==> src/include/gpio_defs.svh <==
// Register indices, widths and reset values of the port block
`ifndef GPIO_DEFS_SVH
`define GPIO_DEFS_SVH

`define GPIO_ADDR_W 5
`define GPIO_DATA_W 8
`define GPIO_NUM_PORTS 8

// Register index = port * 3 + kind; wake enable sits past the port triples
`define GPIO_KIND_DATA 2'd0
`define GPIO_KIND_DIR 2'd1
`define GPIO_KIND_PULL 2'd2
`define GPIO_ADDR_WAKE 5'h18

// Port widths per port letter a..h, packed four bits each, port a lowest
`define GPIO_PORT_WIDTHS 32'h8888_8888

`define GPIO_RST_DATA 8'h00
`define GPIO_RST_DIR 8'hff
`define GPIO_RST_PULL 8'h00
`define GPIO_RST_WAKE 8'h00

`endif

==> src/include/gpio_pkg.sv <==
// Types shared by the port block
package gpio_pkg;
   typedef logic [7:0] byte_type;
   typedef enum logic [1:0]
   {
      reg_data = 2'b00,
      reg_dir = 2'b01,
      reg_pull = 2'b10,
      reg_none = 2'b11
   } reg_kind_type;
endpackage : gpio_pkg

==> src/include/wake_if.sv <==
// Pin samples and wake controls passed to the wake detector
`timescale 1ns/10ps
interface wake_if;
   logic [7:0] pin_level;
   logic [7:0] wake_enable;
   logic halted;
   logic wake_req;
   modport core (output pin_level, output wake_enable, output halted, input wake_req);
   modport detect (input pin_level, input wake_enable, input halted, output wake_req);
endinterface : wake_if

==> src/hw/gpio_ports.sv <==
// Eight bidirectional ports with pull-ups and port A wake-up
//
// Function
// Ports a..h mapped at fixed data-memory locations, read and written normally.
// Reads are not latched; the live pin level is sampled at the read.
// Written data holds in the output latch until rewritten.
// Direction 1 makes the pin an input, 0 a CMOS output from the latch.
// A data bit is the pin logic value, 0 low and 1 high.
// Pull-up bit 1 connects the weak pull-up, only while the pin is input.
// Each port A wake bit independently enables wake-up for its pin.
// While halted, a falling edge on an enabled port A pin requests wake-up.
// Reading an input pin returns the live pin level.
// Reading an output pin returns the latch, not the pin.
// Unimplemented bits ignore writes and read as zero.
// Direction may change at any time and takes effect at once; here pin_oe changes one edge after the direction register is written.
// After reset every pin is input with pull-up and wake disabled.
// Pin level is synchronised before the wake edge detector.
`timescale 1ns/10ps
`include "gpio_defs.svh"
module gpio_ports
   import gpio_pkg::*;
#(
   parameter logic [31:0] PORT_WIDTHS = `GPIO_PORT_WIDTHS
)
(
   // Clock and reset
   input wire logic ref_clk,
   input wire logic rstn,
   // Data-memory access from the core
   input wire logic [`GPIO_ADDR_W-1:0] mem_addr,
   input wire logic mem_wr,
   input wire logic mem_rd,
   input wire logic [7:0] mem_wdata,
   output logic [7:0] mem_rdata,
   // Core power state
   input wire logic halted,
   output logic wake_req,
   // Pins, one byte per port, port a lowest
   input wire logic [63:0] pin_in,
   output logic [63:0] pin_out,
   output logic [63:0] pin_oe,
   output logic [63:0] pin_pullup
);
   logic [63:0] impl_mask;
   byte_type data_q [8];
   byte_type data_d [8];
   byte_type dir_q [8];
   byte_type dir_d [8];
   byte_type pull_q [8];
   byte_type pull_d [8];
   byte_type wake_q, wake_d;
   byte_type rdata_q, rdata_d;
   logic [63:0] out_q, out_d;
   logic [63:0] oe_q, oe_d;
   logic [63:0] pu_q, pu_d;
   logic [2:0] sel_port;
   reg_kind_type sel_kind;
   logic sel_wake;
   wake_if wk ();

   genvar g;
   generate
      for (g = 0; g < `GPIO_NUM_PORTS; g++)
      begin : g_mask
         if (PORT_WIDTHS[4*g +: 4] > 4'd8)
         begin : g_bad
            $error("port width above eight bits");
         end
         assign impl_mask[8*g +: 8] = 8'(16'h00ff >> (4'd8 - PORT_WIDTHS[4*g +: 4]));
      end
   endgenerate

   // Address decode: three registers per port, then the wake register
   always_comb
   begin
      sel_port = 3'(mem_addr / 5'd3);
      sel_kind = reg_none;
      sel_wake = (mem_addr == `GPIO_ADDR_WAKE);
      if (mem_addr < 5'd24)
      begin
         unique case (2'(mem_addr % 5'd3))
            `GPIO_KIND_DATA: sel_kind = reg_data;
            `GPIO_KIND_DIR: sel_kind = reg_dir;
            `GPIO_KIND_PULL: sel_kind = reg_pull;
            default: sel_kind = reg_none;
         endcase
      end
   end

   always_comb
   begin
      byte_type m;
      byte_type live;
      m = '0;
      live = '0;
      for (int p = 0; p < 8; p++)
      begin
         m = impl_mask[8*p +: 8];
         data_d[p] = data_q[p];
         dir_d[p] = dir_q[p];
         pull_d[p] = pull_q[p];
         if (mem_wr && sel_port == 3'(p))
         begin
            if (sel_kind == reg_data)
               data_d[p] = mem_wdata & m;
            if (sel_kind == reg_dir)
               dir_d[p] = (mem_wdata & m) | ~m;
            if (sel_kind == reg_pull)
               pull_d[p] = mem_wdata & m;
         end
      end
      wake_d = wake_q;
      if (mem_wr && sel_wake)
         wake_d = mem_wdata & impl_mask[7:0];
      // Read: inputs show the pin, outputs the latch
      rdata_d = rdata_q;
      if (mem_rd)
      begin
         m = impl_mask[8*sel_port +: 8];
         live = pin_in[8*sel_port +: 8];
         unique case (sel_kind)
            reg_data: rdata_d = ((dir_q[sel_port] & live) |
                                 (~dir_q[sel_port] & data_q[sel_port])) & m;
            reg_dir: rdata_d = dir_q[sel_port] & m;
            reg_pull: rdata_d = pull_q[sel_port] & m;
            reg_none: rdata_d = sel_wake ? wake_q : 8'h00;
         endcase
      end
   end

   // Pin drive follows the registers one edge later
   always_comb
   begin
      for (int p = 0; p < 8; p++)
      begin
         out_d[8*p +: 8] = data_q[p];
         oe_d[8*p +: 8] = ~dir_q[p] & impl_mask[8*p +: 8];
         pu_d[8*p +: 8] = pull_q[p] & dir_q[p] & impl_mask[8*p +: 8];
      end
   end

   always_ff @(posedge ref_clk or negedge rstn)
   begin
      if (!rstn)
      begin
         for (int p = 0; p < 8; p++)
         begin
            data_q[p] <= `GPIO_RST_DATA;
            dir_q[p] <= `GPIO_RST_DIR;
            pull_q[p] <= `GPIO_RST_PULL;
         end
         wake_q <= `GPIO_RST_WAKE;
         rdata_q <= 8'h00;
         out_q <= '0;
         oe_q <= '0;
         pu_q <= '0;
      end
      else
      begin
         for (int p = 0; p < 8; p++)
         begin
            data_q[p] <= data_d[p];
            dir_q[p] <= dir_d[p];
            pull_q[p] <= pull_d[p];
         end
         wake_q <= wake_d;
         rdata_q <= rdata_d;
         out_q <= out_d;
         oe_q <= oe_d;
         pu_q <= pu_d;
      end
   end

   assign wk.pin_level = pin_in[7:0];
   assign wk.wake_enable = wake_q;
   assign wk.halted = halted;

   wake_detect u_wake
   (
      .ref_clk(ref_clk),
      .rstn(rstn),
      .wk(wk)
   );

   assign mem_rdata = rdata_q;
   assign wake_req = wk.wake_req;
   assign pin_out = out_q;
   assign pin_oe = oe_q;
   assign pin_pullup = pu_q;
endmodule : gpio_ports

==> src/hw/wake_detect.sv <==
// Port A falling-edge wake-up detector
`timescale 1ns/10ps
`include "gpio_defs.svh"
module wake_detect
   import gpio_pkg::*;
(
   // Clock and reset
   input wire logic ref_clk,
   input wire logic rstn,
   // Samples and result
   wake_if.detect wk
);
   byte_type sync1_q, sync1_d;
   byte_type sync2_q, sync2_d;
   byte_type prev_q, prev_d;
   logic req_q, req_d;

   always_comb
   begin
      sync1_d = wk.pin_level;
      sync2_d = sync1_q;
      prev_d = sync2_q;
      // Only the second stage and its one-edge-delayed copy prev_q feed the edge compare
      req_d = wk.halted && |(prev_q & ~sync2_q & wk.wake_enable);
   end

   always_ff @(posedge ref_clk or negedge rstn)
   begin
      if (!rstn)
      begin
         sync1_q <= 8'hff;
         sync2_q <= 8'hff;
         prev_q <= 8'hff;
         req_q <= 1'b0;
      end
      else
      begin
         sync1_q <= sync1_d;
         sync2_q <= sync2_d;
         prev_q <= prev_d;
         req_q <= req_d;
      end
   end

   assign wk.wake_req = req_q;
endmodule : wake_detect

==> config.mk <==
export PLATFORM = sky130hd
export DESIGN_NAME = gpio_ports
export DESIGN_NICKNAME = d
export VERILOG_FILES = /design/src/include/gpio_pkg.sv /design/src/include/wake_if.sv /design/src/hw/gpio_ports.sv /design/src/hw/wake_detect.sv
export VERILOG_INCLUDE_DIRS = /design/src /design/src/include
export SDC_FILE = /design/constraint.sdc
export NUM_CORES = 1
export LEC_CHECK = 0
export BUFFER_PORTS_ARGS = -buffer_cell sky130_fd_sc_hd__clkbuf_2
export CORE_MARGIN = 1.5
export CORE_UTILIZATION = 51
export CTS_CLUSTER_SIZE = 24
export DETAILED_ROUTE_END_ITERATION = 8
export PLACE_DENSITY = 0.76
export SYNTH_ARGS = -nofsm -noshare
export SYNTH_HDL_FRONTEND = slang
export SYNTH_SLANG_ARGS = --single-unit
==> constraint.sdc <==
create_clock -name ref_clk -period 1.99 [get_ports ref_clk]
set_input_delay 0.199 -clock ref_clk [delete_from_list [all_inputs] [get_ports ref_clk]]
set_output_delay 0.199 -clock ref_clk [all_outputs]
set_load 0.02 [all_outputs]
==> run_results.csv <==
group,metric,value,unit
status,status,"complete, but fails checks",
status,violations,"setup timing",
worst_setup_path,start_kind,"primary input",
worst_setup_path,arrival,3.72,ns
hold_path,hold_class,"primary input to async pin",
detailed_routing,dr.pass1.iters,5,
die,die_y,186,um
final_layout,fin_area,23300,um^2
sta,setup_violations,200,
power,combPwrFrac,0.341,
clock_network,cts.sinks,425,
logic_synthesis,netlist_area,17000,um^2
power,irDropWorstVdd,1050,uV
global_routing,grt_pass1_wl,81.6,mm
die,start_util,0.521,
final_layout,layout_commonest_cell,"dfrtp_1",
power,seqPwrFrac,0.425,
clock_network,clock_latency,0.55,ns
clock_network,cts_buffers,42,
power,p_leak,11.3,nW
clock_network,cts_tree,"done",
detailed_routing,drt_wl_total,57.3,mm
power,clock_power_share,0.234,
sta,max_freq,304,MHz
detailed_routing,vias,14064,
final_layout,mostFrequentLayoutCells,"dfrtp_1, clkbuf_2, nand2_1",
sta,worst_pin_slew,0.938,ns
placement,portBuffers,282,
logic_synthesis,yosysWarnings,0,
final_layout,drive_gt1_frac,0.448,
final_layout,areaGrowthSynthToFinish,37.0,%
sta,fin_crit,3.29,ns
placement,gp_congestion,0.963,
sta,final_max_slew_viol_count,0,
logic_synthesis,ys_seq_elements,425,
sta,min_period_over_period,1.66,
worst_setup_path,cp-end-kind,"register",
logic_synthesis,avgSynthCellArea,11.4,um^2
clock_network,clk_pin_slew_worst_paths,0.07,ns
detailed_routing,routed_via_density,5.81,
logic_synthesis,synth_top_area_frac,0.495,
sta,hold_viol_final,0,
worst_setup_path,critPathKind,"primary input to register",
logic_synthesis,synth_top_cell_by_area,"dfrtp_1",
power,p_per_area,1490,nW/um^2
sta,worst_clock_skew,0.0185,ns
run,drv_cap,0,
logic_synthesis,synthArstFlopShare,1.00,
worst_setup_path,crit_fanout,6,
placement,dp_hpwl,35.8,mm
worst_setup_path,r2r_start,"dir_q[48]",
sta,maxSlewHeadroom,0.368,
global_routing,grt.total_usage,0.318,
final_layout,fillCellCount,2140,
global_routing,grt_max_degree,82,
final_layout,fin_nets,2030,
detailed_routing,ant_nets,0,
detailed_routing,drt_iter0_drc,1546,
global_routing,grt_overflow,0,
worst_setup_path,required,2.42,ns
sta,rsz0062_at_grt,"yes",
logic_synthesis,syn_inst,1490,
clock_network,cts_root_buf,"clkbuf_16",
detailed_routing,wire_per_inst,23.7,um
power,switching_power,0.0127,W
global_routing,antenna_found_initial,1,
logic_synthesis,synth_nets,1579,
die,rows,66,
logic_synthesis,ys_seq_area_frac,0.631,
sta,worst_slack,-1.30,ns
placement,dpl_cell_area,20600,um^2
worst_setup_path,startpoint,"mem_addr[3]",
die,die_area,34500,um^2
global_routing,grt_pass1_vias,13875,
die,die_w,186,um
power,p_int,0.0219,W
logic_synthesis,synth_ff_type,"dfrtp_1",
placement,pre_cts_ws,-2.11,ns
logic_synthesis,synthTopCellsByArea,"dfrtp_1, dfstp_2, mux2_2",
die,coreArea,32700,um^2
die,io_pins,283,
logic_synthesis,ys_types,60,
detailed_routing,drc_errors,0,
power,p_sw_frac,0.367,
logic_synthesis,synth_edf_count,0,
clock_network,max-clock-path-buffers,3,
clock_network,htreeDepth,2,
worst paths after layout:
check                                    to  slack, ns  depth (start not counted)
hold / removal                   pull_q[30]       0.16                          2
setup / recovery                 pull_q[44]      -1.30                         19
min in group ref_clk           mem_rdata[4]       0.16                          4
setup reg to reg               mem_rdata[0]      -0.31                          6
hold reg to reg            u_wake.prev_d[0]       0.35                          0
max in group asynchronous         dir_q[33]       1.05                          3
area by class of cell:
cell class | instances | area (um^2) | area share
Timing Repair Buffer | 491 | 3750 | 0.161
Antenna cell | 2 | 5.00 | 0.000214
Sequential cell | 425 | 10700 | 0.460
Tap cell | 442 | 553 | 0.0237
Clock buffer | 64 | 1310 | 0.0561
Clock inverter | 14 | 118 | 0.00504
Inverter | 70 | 278 | 0.0119
Multi-Input combinational cell | 911 | 6580 | 0.282
state kept, by name, summed over array words and instances (netlist names):
signal / count
u_wake.prev_d: 8
dir_q: 64
u_wake.prev_q: 8
mem_rdata: 8
pull_q: 64
wake_q: 8
u_wake.wk.wake_req: 1
u_wake.sync1_q: 8
pin_out: 64
pin_pullup: 64
pin_oe: 64
data_q: 64
logic make-up (layout without fill, tap and decap cells):
family,after synthesis,count (layout),synth area share
AND/OR/NAND/NOR,563,563,0.156
adder cells (fa/ha/maj),7,7,0.00514
AO/OA/AOI/OAI,181,181,0.0663
multiplexers,160,160,0.105
flip-flops,425,425,0.631
buffers and inverters,154,639,0.0364
other,0,2,0
through the flow:
stage                     instances  utilization  hold WS [ns]  power, W  TNS [ns]
after detailed placement       2282        0.630         0.119    0.0250   -370.34
after global placement         2282        0.630         0.120    0.0247   -347.54
final                          2419        0.714         0.158    0.0347   -239.19
after global routing           2418        0.713         0.155    0.0361   -247.54
after floorplan                1490            -       -0.0966    0.0201   -359.13
after CTS                      2396        0.701         0.142    0.0338   -220.52
synth_stat cells, drive strengths merged, types with 2 or more instances:
master and n:
dfrtp 337, nand2 270, mux2 140, nand3 130
o21ai 91, dfstp 88, inv 69, and2 68
clkbuf 49, nor2 42, buf 35, a21oi 24
mux2i 19, nand3b 15, o211ai 10, nor3 9
a22oi 7, ha 7, and4 6, a211oi 5
a21boi 5, a31oi 5, nand2b 5, o31ai 5
a2111oi 4, a221oi 4, o21a 4, and3 3
nor2b 3, nor3b 3, a22o 2, a2bb2oi 2
a31o 2, a32oi 2, nand4b 2, o311ai 2
power groups by stage:
| stage | clock [W] | combinational (W) | sequential [W] |
|---|---|---|---|
| after floorplan | 0 | 0.00411 | 0.0159 |
| final | 0.00813 | 0.0118 | 0.0147 |
| after CTS | 0.00816 | 0.0111 | 0.0146 |
| after global routing | 0.00857 | 0.0125 | 0.0150 |
| after global placement | 0 | 0.0102 | 0.0145 |
| after detailed placement | 0 | 0.0104 | 0.0146 |
per-layer routing:
layer | GRT usage | wire, um
met2 | 0.491 | 26300
met3 | 0.0665 | 5630
met4 | 0.170 | 3560
met5 | 0 | 0
met1 | 0.425 | 21900
what timing repair did:
action,CTS,global route
gates cloned,3,3
endpoints found under the setup margin,200,200
gates resized for setup,143,64
pin swaps,29,20
hold buffers,10,0
setup buffers,24,18
hold endpoints to repair,328,0
worst max-delay path, stage by stage:
cell and delay [ns]:
buf_8 0.10, ha_4 0.29, nand2_4 0.06, a32oi_2 0.23
and2_4 0.19, nor2_2 0.03, mux2_4 0.29, ha_4 0.17
or3_4 0.36, o32a_4 0.23, nor2_1 0.13, nor2_1 0.05
o21a_1 0.21, inv_2 0.09, ha_4 0.18, nand3_4 0.15
nor2_4 0.28, buf_12 0.16, mux2_4 0.30
Power figures use the tool's default switching activity.
